===== src/logic/tcs_regs.svh =====
// register offsets, field positions, reset values and counts of the timer control block
`ifndef TCS_REGS_SVH
`define TCS_REGS_SVH

// byte offsets of the registers
`define TCS_OFF_CTRL 8'h00
`define TCS_OFF_COUNT 8'h04
`define TCS_OFF_STATUS 8'h08

// control register field positions
`define TCS_BIT_STOP_IN_IDLE 13
`define TCS_BIT_ECS_HI 9
`define TCS_BIT_ECS_LO 8
`define TCS_BIT_GATE_EN 6
`define TCS_BIT_PS_HI 5
`define TCS_BIT_PS_LO 4
`define TCS_BIT_EXT_SYNC 2
`define TCS_BIT_CLK_SRC 1

// implemented control bits and reset value
`define TCS_CTRL_MASK 16'h2376
`define TCS_CTRL_RESET 16'h0000
`define TCS_COUNT_RESET 16'h0000

// status register field positions
`define TCS_STAT_HALTED 0
`define TCS_STAT_GATE 1
`define TCS_STAT_EXT_ACTIVE 2
`define TCS_STAT_SYNC_PEND 3

// prescaler terminal counts (divide minus one)
`define TCS_PS_LIMIT_1 8'h00
`define TCS_PS_LIMIT_8 8'h07
`define TCS_PS_LIMIT_64 8'h3f
`define TCS_PS_LIMIT_256 8'hff

// pin bit positions inside the synchroniser vector
`define TCS_PIN_LOW_POWER_RC_OSCILLATOR 0
`define TCS_PIN_EXT 1
`define TCS_PIN_SECONDARY_OSCILLATOR 2
`define TCS_PIN_GATE 3
`define TCS_PIN_COUNT 4

`endif


===== src/logic/tcs_pkg.sv =====
// types shared by the timer control block
package tcs_pkg;

  // extended clock source encodings
  typedef enum logic [1:0] {
    TCS_SRC_SECONDARY_OSCILLATOR = 2'b00,
    TCS_SRC_EXT_PIN = 2'b01,
    TCS_SRC_LOW_POWER_RC_OSCILLATOR = 2'b10,
    TCS_SRC_RESERVED = 2'b11
  } tcs_ext_src_type;

  // input prescale encodings
  typedef enum logic [1:0] {
    TCS_PS_DIV1 = 2'b00,
    TCS_PS_DIV8 = 2'b01,
    TCS_PS_DIV64 = 2'b10,
    TCS_PS_DIV256 = 2'b11
  } tcs_prescale_type;

endpackage


===== src/logic/tcs_prescaler.sv =====
// input clock prescaler with 1, 8, 64 or 256 division
`timescale 1ns/1ps
`include "tcs_regs.svh"
module tcs_prescaler (
  // clock and reset
  input wire logic clk,
  input wire logic reset,
  // control
  input wire logic clear,
  input wire tcs_pkg::tcs_prescale_type sel,
  // ticks
  input wire logic tick_in,
  output logic tick_out
);

  logic [7:0] cnt_r;
  logic [7:0] cnt_nxt;
  logic tick_r;
  logic tick_nxt;
  logic [7:0] limit;

  // terminal count for the selected ratio
  always_comb begin
    unique case (sel)
      tcs_pkg::TCS_PS_DIV1: limit = `TCS_PS_LIMIT_1;
      tcs_pkg::TCS_PS_DIV8: limit = `TCS_PS_LIMIT_8;
      tcs_pkg::TCS_PS_DIV64: limit = `TCS_PS_LIMIT_64;
      tcs_pkg::TCS_PS_DIV256: limit = `TCS_PS_LIMIT_256;
    endcase
  end

  // count input ticks, emit one tick per wrap
  always_comb begin
    cnt_nxt = cnt_r;
    tick_nxt = 1'b0;
    if (clear) begin
      cnt_nxt = 8'h00;
    end else if (tick_in) begin
      if (cnt_r >= limit) begin
        cnt_nxt = 8'h00;
        tick_nxt = 1'b1;
      end else begin
        cnt_nxt = cnt_r + 8'h01;
      end
    end
  end

  // prescaler state
  always_ff @(posedge clk or posedge reset) begin
    if (reset) begin
      cnt_r <= 8'h00;
      tick_r <= 1'b0;
    end else begin
      cnt_r <= cnt_nxt;
      tick_r <= tick_nxt;
    end
  end

  assign tick_out = tick_r;

  // an output tick follows an input tick seen at the terminal count
  AST_PS_WRAP: assert property (@(posedge clk) disable iff (reset)
    tick_out |-> ($past(tick_in) && ($past(cnt_r) >= $past(limit)) && !$past(clear)))
    else $error("prescaler tick without terminal count");

endmodule


===== src/logic/tcs_sync2.sv =====
// two flip-flop synchroniser for a vector of pin levels
`timescale 1ns/1ps
module tcs_sync2 #(
  parameter int WIDTH = 1
) (
  // clock and reset
  input wire logic clk,
  input wire logic reset,
  // pin levels in, synchronised levels out
  input wire logic [WIDTH-1:0] d,
  output logic [WIDTH-1:0] q
);

  logic [WIDTH-1:0] meta_r;
  logic [WIDTH-1:0] q_r;

  // first stage feeds only the second stage
  always_ff @(posedge clk or posedge reset) begin
    if (reset) begin
      meta_r <= '0;
      q_r <= '0;
    end else begin
      meta_r <= d;
      q_r <= meta_r;
    end
  end

  assign q = q_r;

endmodule


===== src/logic/tcs_timer_ctrl.sv =====
// timer clock source, gating, sync and prescale control with apb registers
`timescale 1ns/1ps
`include "tcs_regs.svh"
module tcs_timer_ctrl (
  // clock and reset
  input wire logic clk,
  input wire logic reset,
  // apb slave
  input wire logic [7:0] paddr,
  input wire logic psel,
  input wire logic penable,
  input wire logic pwrite,
  input wire logic [31:0] pwdata,
  input wire logic [3:0] pstrb,
  output logic [31:0] prdata,
  output logic pready,
  output logic pslverr,
  // clock source and gate pins
  input wire logic low_power_rc_oscillator,
  input wire logic external_timer_clock_pin,
  input wire logic secondary_oscillator,
  input wire logic gate_pin,
  // device state
  input wire logic idle_mode,
  // prescaled timer tick
  output logic timer_tick
);

  logic [15:0] ctrl_r;
  logic [15:0] ctrl_nxt;
  logic [15:0] count_r;
  logic [15:0] count_nxt;
  logic [31:0] prdata_r;
  logic [31:0] prdata_nxt;
  logic pready_r;
  logic pready_nxt;
  logic pslverr_r;
  logic pslverr_nxt;
  logic [`TCS_PIN_COUNT-1:0] pin_raw;
  logic [`TCS_PIN_COUNT-1:0] pin_q;
  logic [`TCS_PIN_COUNT-1:0] pin_prev_r;
  logic [`TCS_PIN_COUNT-1:0] pin_rise;
  logic int_phase_r;
  logic int_phase_nxt;
  logic int_tick;
  logic pend_r;
  logic pend_nxt;
  logic ext_rise;
  logic ext_tick;
  logic src_tick;
  logic halted;
  logic run_tick;
  logic ps_tick;
  logic ps_clear;
  logic access;
  logic wr_ctrl;
  logic wr_count;
  logic addr_ok;
  logic stop_in_idle;
  tcs_pkg::tcs_ext_src_type extended_clock_select;
  logic gate_accumulate_enable;
  tcs_pkg::tcs_prescale_type input_prescale_select;
  logic external_clock_sync;
  logic clock_source_select;
  logic [15:0] status;

  // control fields
  assign stop_in_idle = ctrl_r[`TCS_BIT_STOP_IN_IDLE];
  assign extended_clock_select = tcs_pkg::tcs_ext_src_type'(ctrl_r[`TCS_BIT_ECS_HI:`TCS_BIT_ECS_LO]);
  assign gate_accumulate_enable = ctrl_r[`TCS_BIT_GATE_EN];
  assign input_prescale_select = tcs_pkg::tcs_prescale_type'(ctrl_r[`TCS_BIT_PS_HI:`TCS_BIT_PS_LO]);
  assign external_clock_sync = ctrl_r[`TCS_BIT_EXT_SYNC];
  assign clock_source_select = ctrl_r[`TCS_BIT_CLK_SRC];

  // apb decode
  assign access = psel && penable && pready_r;
  assign addr_ok = (paddr == `TCS_OFF_CTRL) || (paddr == `TCS_OFF_COUNT) || (paddr == `TCS_OFF_STATUS);
  assign wr_ctrl = access && pwrite && (paddr == `TCS_OFF_CTRL);
  assign wr_count = access && pwrite && (paddr == `TCS_OFF_COUNT);

  // pins from outside pass two flip-flops
  assign pin_raw = {gate_pin, secondary_oscillator, external_timer_clock_pin, low_power_rc_oscillator};

  tcs_sync2 #(
    .WIDTH(`TCS_PIN_COUNT)
  ) u_pin_sync (
    .clk(clk),
    .reset(reset),
    .d(pin_raw),
    .q(pin_q)
  );

  // rising edges of synchronised pins
  assign pin_rise = pin_q & ~pin_prev_r;

  // internal clock tick at half the system rate
  assign int_phase_nxt = ~int_phase_r;
  assign int_tick = int_phase_r;

  // extended source edge
  always_comb begin
    unique case (extended_clock_select)
      tcs_pkg::TCS_SRC_LOW_POWER_RC_OSCILLATOR: ext_rise = pin_rise[`TCS_PIN_LOW_POWER_RC_OSCILLATOR];
      tcs_pkg::TCS_SRC_EXT_PIN: ext_rise = pin_rise[`TCS_PIN_EXT];
      tcs_pkg::TCS_SRC_SECONDARY_OSCILLATOR: ext_rise = pin_rise[`TCS_PIN_SECONDARY_OSCILLATOR];
      tcs_pkg::TCS_SRC_RESERVED: ext_rise = 1'b0;
    endcase
  end

  // optional alignment of external edges to the internal tick
  always_comb begin
    pend_nxt = 1'b0;
    ext_tick = ext_rise;
    if (external_clock_sync) begin
      ext_tick = (pend_r || ext_rise) && int_tick;
      pend_nxt = (pend_r || ext_rise) && !int_tick;
    end
  end

  // source choice, gating and idle halt
  always_comb begin
    if (clock_source_select) begin
      src_tick = ext_tick;
    end else begin
      src_tick = int_tick && (!gate_accumulate_enable || pin_q[`TCS_PIN_GATE]);
    end
    halted = stop_in_idle && idle_mode;
    run_tick = src_tick && !halted;
  end

  // control write restarts the prescaler
  assign ps_clear = wr_ctrl;

  tcs_prescaler u_prescaler (
    .clk(clk),
    .reset(reset),
    .clear(ps_clear),
    .sel(input_prescale_select),
    .tick_in(run_tick),
    .tick_out(ps_tick)
  );

  // status view of block state
  always_comb begin
    status = 16'h0000;
    status[`TCS_STAT_HALTED] = halted;
    status[`TCS_STAT_GATE] = pin_q[`TCS_PIN_GATE];
    status[`TCS_STAT_EXT_ACTIVE] = clock_source_select;
    status[`TCS_STAT_SYNC_PEND] = pend_r;
  end

  // register writes and tick count
  always_comb begin
    ctrl_nxt = ctrl_r;
    count_nxt = count_r;
    if (wr_ctrl) begin
      if (pstrb[0]) begin
        ctrl_nxt[7:0] = pwdata[7:0] & 8'(`TCS_CTRL_MASK);
      end
      if (pstrb[1]) begin
        ctrl_nxt[15:8] = pwdata[15:8] & 8'(`TCS_CTRL_MASK >> 8);
      end
    end
    if (wr_count) begin
      count_nxt = `TCS_COUNT_RESET;
    end
    if (ps_tick) begin
      count_nxt = (wr_count ? `TCS_COUNT_RESET : count_r) + 16'h0001;
    end
  end

  // apb answer, zero wait states
  always_comb begin
    pready_nxt = psel && !penable;
    pslverr_nxt = psel && !penable && !addr_ok;
    prdata_nxt = 32'h0000_0000;
    if (psel && !penable && !pwrite) begin
      unique case (paddr)
        `TCS_OFF_CTRL: prdata_nxt = {16'h0000, ctrl_r & `TCS_CTRL_MASK};
        `TCS_OFF_COUNT: prdata_nxt = {16'h0000, count_r};
        `TCS_OFF_STATUS: prdata_nxt = {16'h0000, status};
        default: prdata_nxt = 32'h0000_0000;
      endcase
    end
  end

  // state registers
  always_ff @(posedge clk or posedge reset) begin
    if (reset) begin
      ctrl_r <= `TCS_CTRL_RESET;
      count_r <= `TCS_COUNT_RESET;
      prdata_r <= 32'h0000_0000;
      pready_r <= 1'b0;
      pslverr_r <= 1'b0;
      pin_prev_r <= '0;
      int_phase_r <= 1'b0;
      pend_r <= 1'b0;
    end else begin
      ctrl_r <= ctrl_nxt;
      count_r <= count_nxt;
      prdata_r <= prdata_nxt;
      pready_r <= pready_nxt;
      pslverr_r <= pslverr_nxt;
      pin_prev_r <= pin_q;
      int_phase_r <= int_phase_nxt;
      pend_r <= pend_nxt;
    end
  end

  // outputs
  assign prdata = prdata_r;
  assign pready = pready_r;
  assign pslverr = pslverr_r;
  assign timer_tick = ps_tick;

  // checks
  AST_UNIMP_ZERO: assert property (@(posedge clk) disable iff (reset)
    (ctrl_r & ~`TCS_CTRL_MASK) == 16'h0000)
    else $error("unimplemented control bit set");

  AST_IDLE_HALT: assert property (@(posedge clk) disable iff (reset)
    (stop_in_idle && idle_mode) |-> !run_tick)
    else $error("tick while halted in idle");

  AST_IDLE_RUN: assert property (@(posedge clk) disable iff (reset)
    (!stop_in_idle && idle_mode && !clock_source_select && !gate_accumulate_enable && int_tick) |-> run_tick)
    else $error("timer stopped in idle with stop bit clear");

  AST_INT_RATE: assert property (@(posedge clk) disable iff (reset)
    (!clock_source_select && run_tick) |=> !run_tick)
    else $error("internal clock faster than half rate");

  AST_EXT_PIN: assert property (@(posedge clk) disable iff (reset)
    (clock_source_select && !external_clock_sync && !halted
     && extended_clock_select == tcs_pkg::TCS_SRC_EXT_PIN && pin_q[`TCS_PIN_EXT] && !pin_prev_r[`TCS_PIN_EXT])
    |-> run_tick)
    else $error("external pin edge not counted");

  AST_RSVD_SRC: assert property (@(posedge clk) disable iff (reset)
    (clock_source_select && extended_clock_select == tcs_pkg::TCS_SRC_RESERVED && !pend_r) |-> !src_tick)
    else $error("reserved source produced a tick");

  AST_GATE_LOW: assert property (@(posedge clk) disable iff (reset)
    (!clock_source_select && gate_accumulate_enable && !pin_q[`TCS_PIN_GATE]) |-> !src_tick)
    else $error("tick while gate low");

  AST_GATE_IGNORED: assert property (@(posedge clk) disable iff (reset)
    (clock_source_select && ext_tick) |-> src_tick)
    else $error("gate enable blocked extended clock");

  AST_SYNC_ALIGN: assert property (@(posedge clk) disable iff (reset)
    (clock_source_select && external_clock_sync && src_tick) |-> int_tick)
    else $error("synchronised edge off the internal tick");

  AST_SYNC_PEND: assert property (@(posedge clk) disable iff (reset)
    (external_clock_sync && ext_rise && !int_tick) |=> (int_tick && ext_tick))
    else $error("pending external edge not released");

  AST_APB_READY: assert property (@(posedge clk) disable iff (reset)
    (psel && !penable) |=> pready)
    else $error("apb access not answered");

  AST_CTRL_WRITE: assert property (@(posedge clk) disable iff (reset)
    (wr_ctrl && pstrb[1:0] == 2'b11) |=> ctrl_r == ($past(pwdata[15:0]) & `TCS_CTRL_MASK))
    else $error("control write not stored");

  AST_CTRL_READ: assert property (@(posedge clk) disable iff (reset)
    (psel && !penable && !pwrite && paddr == `TCS_OFF_CTRL) |=> (prdata == {16'h0000, $past(ctrl_r) & `TCS_CTRL_MASK}))
    else $error("control readback shows unimplemented bits");

  AST_WRITE_LOCK: assert property (@(posedge clk) disable iff (reset)
    (access && pwrite && paddr != `TCS_OFF_CTRL) |=> $stable(ctrl_r))
    else $error("control changed by a write elsewhere");

  AST_PS_DIV1: assert property (@(posedge clk) disable iff (reset)
    (input_prescale_select == tcs_pkg::TCS_PS_DIV1 && run_tick && !ps_clear) |=> timer_tick)
    else $error("undivided tick not passed on");

  AST_INT_SOURCE: assert property (@(posedge clk) disable iff (reset)
    (!clock_source_select && !gate_accumulate_enable && !halted) |-> (run_tick == int_tick))
    else $error("internal clock not followed");

  AST_EXT_NO_INT: assert property (@(posedge clk) disable iff (reset)
    (clock_source_select && !external_clock_sync && !ext_rise) |-> !src_tick)
    else $error("internal tick leaked into extended source");

  AST_GATE_HIGH: assert property (@(posedge clk) disable iff (reset)
    (!clock_source_select && gate_accumulate_enable && pin_q[`TCS_PIN_GATE] && int_tick && !halted) |-> run_tick)
    else $error("tick lost while gate high");

  AST_SYNC_OFF: assert property (@(posedge clk) disable iff (reset)
    (clock_source_select && !external_clock_sync) |-> (src_tick == ext_rise))
    else $error("unsynchronised edge delayed");

  AST_SLVERR: assert property (@(posedge clk) disable iff (reset)
    (psel && !penable && !addr_ok) |=> pslverr)
    else $error("unmapped access without error");

endmodule


===== config.mk =====
export PLATFORM = sky130hd
export DESIGN_NAME = tcs_timer_ctrl
export DESIGN_NICKNAME = d
export VERILOG_FILES = /design/src/logic/tcs_pkg.sv /design/src/logic/tcs_prescaler.sv /design/src/logic/tcs_sync2.sv /design/src/logic/tcs_timer_ctrl.sv
export VERILOG_INCLUDE_DIRS = /design/src /design/src/logic
export SDC_FILE = /design/constraint.sdc
export NUM_CORES = 1
export LEC_CHECK = 0
export BUFFER_PORTS_ARGS = -buffer_cell sky130_fd_sc_hd__buf_4
export CAP_MARGIN = 20
export CORE_ASPECT_RATIO = 0.5
export CORE_MARGIN = 5
export CORE_UTILIZATION = 56
export DETAILED_ROUTE_END_ITERATION = 16
export GPL_TIMING_DRIVEN = 1
export PLACE_DENSITY = 0.95
export SLEW_MARGIN = 20
export SYNTH_ARGS = -nofsm -noshare
export SYNTH_HDL_FRONTEND = slang
export SYNTH_SLANG_ARGS = --single-unit

===== constraint.sdc =====
create_clock -name clk -period 3.6 [get_ports clk]
set_clock_uncertainty 0.15 [all_clocks]
set_input_delay 0.54 -clock clk [delete_from_list [all_inputs] [get_ports clk]]
set_output_delay 0.54 -clock clk [all_outputs]
set_load 0.01 [all_outputs]

**Yosys cells after proc, flatten, opt, wreduce, memory -nomap -nowiden**

Index checks and enable logic that the tools add are counted.

- Bits of input ports: 54
- Logic and storage cells: 71
- Bits in registers: 80

- $add $sub $neg: 2
- Multiplexer cells: 15
- Magnitude comparators: 1
- Bitwise logic cells: 3
- Reductions and logical operators: 29
- Equality and inequality tests: 8

Operator list:

| kind | number |
|---|---|
| 16-bit 2-to-1 mux | 3 |
| 16-bit case mux with 3 select lines | 1 |
| 8-bit case mux with 4 select lines | 1 |
| 8-bit 2-to-1 mux | 3 |
| 16-bit by 1-bit adder with 16-bit output, second input constant | 1 |
| 1-bit logical AND | 13 |
| 8-bit by 1-bit adder with 8-bit output, second input constant | 1 |
| 2-bit == test, second input constant | 4 |
| 8-bit by 3-bit == test with 1-bit output, second input constant | 1 |
| 8-bit by 4-bit == test with 1-bit output, second input constant | 1 |
| 8-bit >= comparator | 1 |
| 8-bit zero test | 1 |
| 1-bit zero test | 6 |
| 1-bit 2-to-1 mux | 6 |
| 2-bit by 1-bit == test with 1-bit output, second input constant | 2 |
| 2-bit zero test | 2 |
| 1-bit logical OR | 4 |
| 1-bit case mux with 4 select lines | 1 |
| 2-bit AND reduction | 2 |
| 3-bit AND | 1 |
| 3-bit inverter | 1 |
| 2-bit nonzero test | 1 |
| 1-bit inverter | 1 |

**Depth between registers and ports, before layout**

- Word-level depth: 10
- Gate-level depth with buffers: 11

**Hierarchy**

Synthesis repeated with hierarchy kept, for this count alone.

- Cells, all modules: 283
- Area, all modules: 3,081.7 um2

By module, submodules not included:

| module | cells each | sequential area each (um2) | instances | area each (um2) |
|---|---|---|---|---|
| tcs_timer_ctrl | 199 | 1,176.1 | 1 | 2,217.1 |
| tcs_prescaler | 75 | 225.2 | 1 | 660.6 |
| tcs_sync2 | 9 | 200.2 | 1 | 203.9 |

**Worst setup path after synthesis**

Ideal clock, no wire load.

- Path kind: input to register
- Start point: input paddr[3]
- End point: register count_r[14]
- Setup time: 0.121 ns
- Stages: 11
- Slack: 0.993 ns
- Data required time: 3.329 ns
- Arrival time: 2.336 ns
- Cells stage by stage: clkbuf_1 > nor3_1 > and3_1 > buf_4 > nor2b_1 > ha_1 > nand4_1 > or2_2 > nor3_1 > xnor2_1 > nor2_1

- Cells in the longest elaborated chain, start to end: 5

RTL lines:

| item | line | RTL |
|---|---|---|
| start: declaration | tcs_timer_ctrl.sv:9 | `input wire logic [7:0] paddr,` |
| 8-bit by 3-bit == test with 1-bit output * | n/a |  |
| 1-bit logical AND * | tcs_timer_ctrl.sv:79 | `` assign wr_count = access && pwrite && (paddr == `TCS_OFF_COUNT); `` |
| 16-bit 2-to-1 mux * | n/a |  |
| 16-bit by 1-bit adder with 16-bit output | tcs_timer_ctrl.sv:168 | `` count_nxt = (wr_count ? `TCS_COUNT_RESET : count_r) + 16'h0001; `` |
| 16-bit 2-to-1 mux * | tcs_timer_ctrl.sv:167 | `if (ps_tick) begin` |
| named net count_nxt[14] | tcs_timer_ctrl.sv:32 | `logic [15:0] count_nxt;` |
| end signal: assignment | tcs_timer_ctrl.sv:191 | `` count_r <= `TCS_COUNT_RESET; `` |
| end signal: assignment | tcs_timer_ctrl.sv:200 | `count_r <= count_nxt;` |
| end: declaration | tcs_timer_ctrl.sv:31 | `logic [15:0] count_r;` |

Mark *: on every way through the listed nets, which the timed path passes. The rest lies on a longest branch.
A chain may end at the register's enable or synchronous reset.

**Worst setup path in the final report**

- Start point: register ctrl_r[4]
- End point: register u_prescaler.cnt_r[0]

- Cells in the longest elaborated chain, start to end: 6

RTL lines:

| item | line | RTL |
|---|---|---|
| start: declaration | tcs_timer_ctrl.sv:29 | `logic [15:0] ctrl_r;` |
| start signal: assignment | tcs_timer_ctrl.sv:190 | `` ctrl_r <= `TCS_CTRL_RESET; `` |
| start signal: assignment | tcs_timer_ctrl.sv:199 | `ctrl_r <= ctrl_nxt;` |
| 2-bit == test, or another cell as far along | tcs_prescaler.sv:24 | `unique case (sel)` |
| 8-bit case mux with 4 select lines * | tcs_prescaler.sv:24 |  |
| 8-bit >= comparator * | tcs_prescaler.sv:39 | `if (cnt_r >= limit) begin` |
| 8-bit 2-to-1 mux * | tcs_prescaler.sv:39 |  |
| 8-bit 2-to-1 mux * | tcs_prescaler.sv:38 | `end else if (tick_in) begin` |
| 8-bit 2-to-1 mux * | tcs_prescaler.sv:36 | `if (clear) begin` |
| end signal: assignment | tcs_prescaler.sv:54 | `cnt_r <= cnt_nxt;` |
| end: declaration | tcs_prescaler.sv:16 | `logic [7:0] cnt_r;` |

Mark *: on every way between the ends. The rest lies on a longest branch, timed or not. The select of a mux whose other input is x is not followed.

==> reports/results.txt <==
H-tree lvl count: 3
WP data required: 3.72 ns
Peak Freq: 0.355 GHz
largest net degree at the start of global routing: 55
crit path DAT: 2.94 ns
Post-synth EDFFs: 0
worst hold slack: 0.149 ns
via-per-instance ratio: 5.81
post_cts resized: 0
Slew @ Worst Pin: 0.908 ns
critical path depth: 7
Die Ht: 62.6 um
CTS Hold Bufs: 0
DRT Pass-1 Iters: 5
vias in the first global route: 2573
register area share after synthesis: 51.7%
Post-Route Setup TNS: 0 ns
I/O pin total: 89
final WL: 7510 um
Skew-Pair Late Insertion Delay: 0.35 ns
Setup crit end kind: flip-flop
Cell variety after synth: 47
CP max stage delay: 0.71 ns
Setup Crit Path Kind: flip-flop to flip-flop
CP startpoint: ctrl_r[4]
R2R setup slack: 0.78 ns
Area contributors post-synth: dfrtp_1 52%, nor2_1 4.2%, buf_4 4.1%
Switching Fraction: 27.7%
Die Area: 7200 um2
DP Worst Slack: 0.719 ns
end point of the critical path: u_prescaler.cnt_r[0]
predominant post-synthesis flop cell: dfrtp_1
all-layer global routing usage: 22.3%
Internal Power: 1.25 mW
Final Max Slew Viols: 0
CP cell instances: nand2_1 -> ha_1 -> and4_1 -> a221o_1 -> a211oi_2 -> nand3_1 -> o22ai_1
outcome: completed
area grow syn2layout: 18.3%
Final #Nets: 404
CTS tree: yes
Util after Layout: 67.5%
RR Endpoint: u_prescaler.cnt_r[0]
Ant. Diodes: 0
GP Congestion: 0.879
Worst Path Buf+Inv: 0
Worst Setup Start Kind: flip-flop
Overflow after GRT: 0
largest area contributor in the netlist: dfrtp_1
first-pass GRT wire length: 12500 um
row cnt: 19
Final Total Pwr: 1.73 mW
placed cells: 404
share of cells above drive strength 1: 24.2%
chip width: 115 um
RSZ-0062 raised after global routing: false
sequential share of power: 49.0%
clock slew at reported path FFs: 0.07 ns
Slew headroom: 39.4%
M3 GR Usage: 8.70%
GRT busiest layer: met2
final instance area: 3660 um2
CP max FO: 14
CTS Root Buffer Type: clkbuf_8
DR vias: 2440
Cells after Synth: 293
Sw Pwr: 478 uW
part of the power in combinational logic: 10.5%
I/O Buffers: 46
post-CTS setup buffers: 0
MaxCap Viol Count: 0
Remaining DRCs: 0
initial antenna violation count: 0
yosys warns: 0
cell area after placement: 3430 um2
clock sink count: 64
worst hold path type: input pin to flip-flop
crit-path leading delay family: compound AO/OA/AOI/OAI gates
Clock power frac: 40.5%
CTS Buffer Depth: 2
Inserted Clock Buffers: 9
syn_area_per_cell: 10.6 um2
post-synth top area share: 51.7%
Routed WL per cell: 17.9 um
CP max-delay cell: a211oi_2
most frequent cell after synthesis: dfrtp_1
met1 Use GR: 23.8%
P per Cell Area: 471 nW/um2
Final WS setup: 0.781 ns
Post-DRT Antenna Nets: 0
worst vdd rail ir drop: 0.000293 V
Cell Count, Final, Fillers Out: 420
crit share post-route: 78.3%
met2 Usage GRT: 38.8%
Post-synth top cells: 64 x dfrtp_1, 35 x nor2_1, 26 x nand2_1, 18 x nand4_1, 17 x buf_4
#FFs+latches synth: 64
Final min period: 2.82 ns
Std-Cell Core Area: 5420 um2
Worst R2R Path Depth: 7
dpl hpwl: 5090 um
Initial Utilization: 57.1%
reg2reg start: ctrl_r[4]
Setup violations, final: 0
async set-reset flop share out of synthesis: 100%
mapped cell area: 3100 um2
DRT iter0 DRCs: 159
count of final hold-check violations: 0
LEAKAGE: 1.74 nW
==> cell families after synthesis <==
logic type / count (synthesis) / share of synthesized area [%]
xor gates and xnor gates: 15 / 4.24
muxes: 15 / 6.18
buffers and inverters: 35 / 6.67
and+or+nand+nor: 127 / 21.0
adders and majority gates: 8 / 3.23
other: 1 / 0.121
AOI/OAI and AO/OA: 28 / 6.79
DFF: 64 / 51.7
==> power by group through the flow <==
stage	registers (mW)	clock network, mW	logic, mW
after detailed placement	0.853	0	0.168
after global routing	0.854	0.751	0.200
after global placement	0.845	0	0.152
after floorplan	0.832	0	0.128
after CTS	0.844	0.710	0.180
final	0.846	0.698	0.181
==> worst min-delay path by stage <==
stage	startpoint	to	slack, ns	cells past startpoint
final	secondary_oscillator	u_pin_sync.meta_r[2]	0.15	1
after global routing	secondary_oscillator	u_pin_sync.meta_r[2]	0.12	1
after CTS	secondary_oscillator	u_pin_sync.meta_r[2]	0.13	1
after detailed placement	u_pin_sync.meta_r[3]	u_pin_sync.q[3]	0.19	0
after global placement	u_pin_sync.meta_r[1]	u_pin_sync.q[1]	0.18	0
after floorplan	u_pin_sync.meta_r[0]	u_pin_sync.q[0]	0.18	0
==> area by class of cell <==
type | instances | area (um2)
Fill cell | 358 | 1760
Sequential cell | 64 | 1600
Multi-Input combinational cell | 209 | 1340
Timing Repair Buffer | 48 | 360
Clock buffer | 9 | 124
Clock inverter | 7 | 101
Tap cell | 73 | 91.3
Inverter | 10 | 38.8
==> per-layer routing <==
layer,vias to the layer above,wire (um)
met5,-,0
met4,0,353
met3,39,570
met2,123,3850
met1,1196,2730
li1,1082,-
==> registers in the layout (all words and copies together) (netlist names), 3 cells and up <==
register	count
count_r	16
ctrl_r	8
pin_prev_r	3
prdata	16
u_pin_sync.meta_r	4
u_pin_sync.q	4
u_prescaler.cnt_r	8
==> layout by cell type (no fill, tap or decap), drive strengths merged, types with 2 or more instances in the layout <==
cell	n
nor2	35
mux2	9
and4	2
xnor2	4
and2	7
and3	2
mux2i	6
dfrtp	64
buf	48
clkbuf	9
xor2	11
ha	8
conb	16
a211oi	3
nand2	28
or2	4
clkinvlp	2
inv	12
nand4	18
o21ai	2
nand3	8
nor3	10
nand2b	3
a21oi	5
bufinv	2
o211ai	6
nor2b	4
nor3b	2
o22ai	2
(Power assumes the default switching activity.)
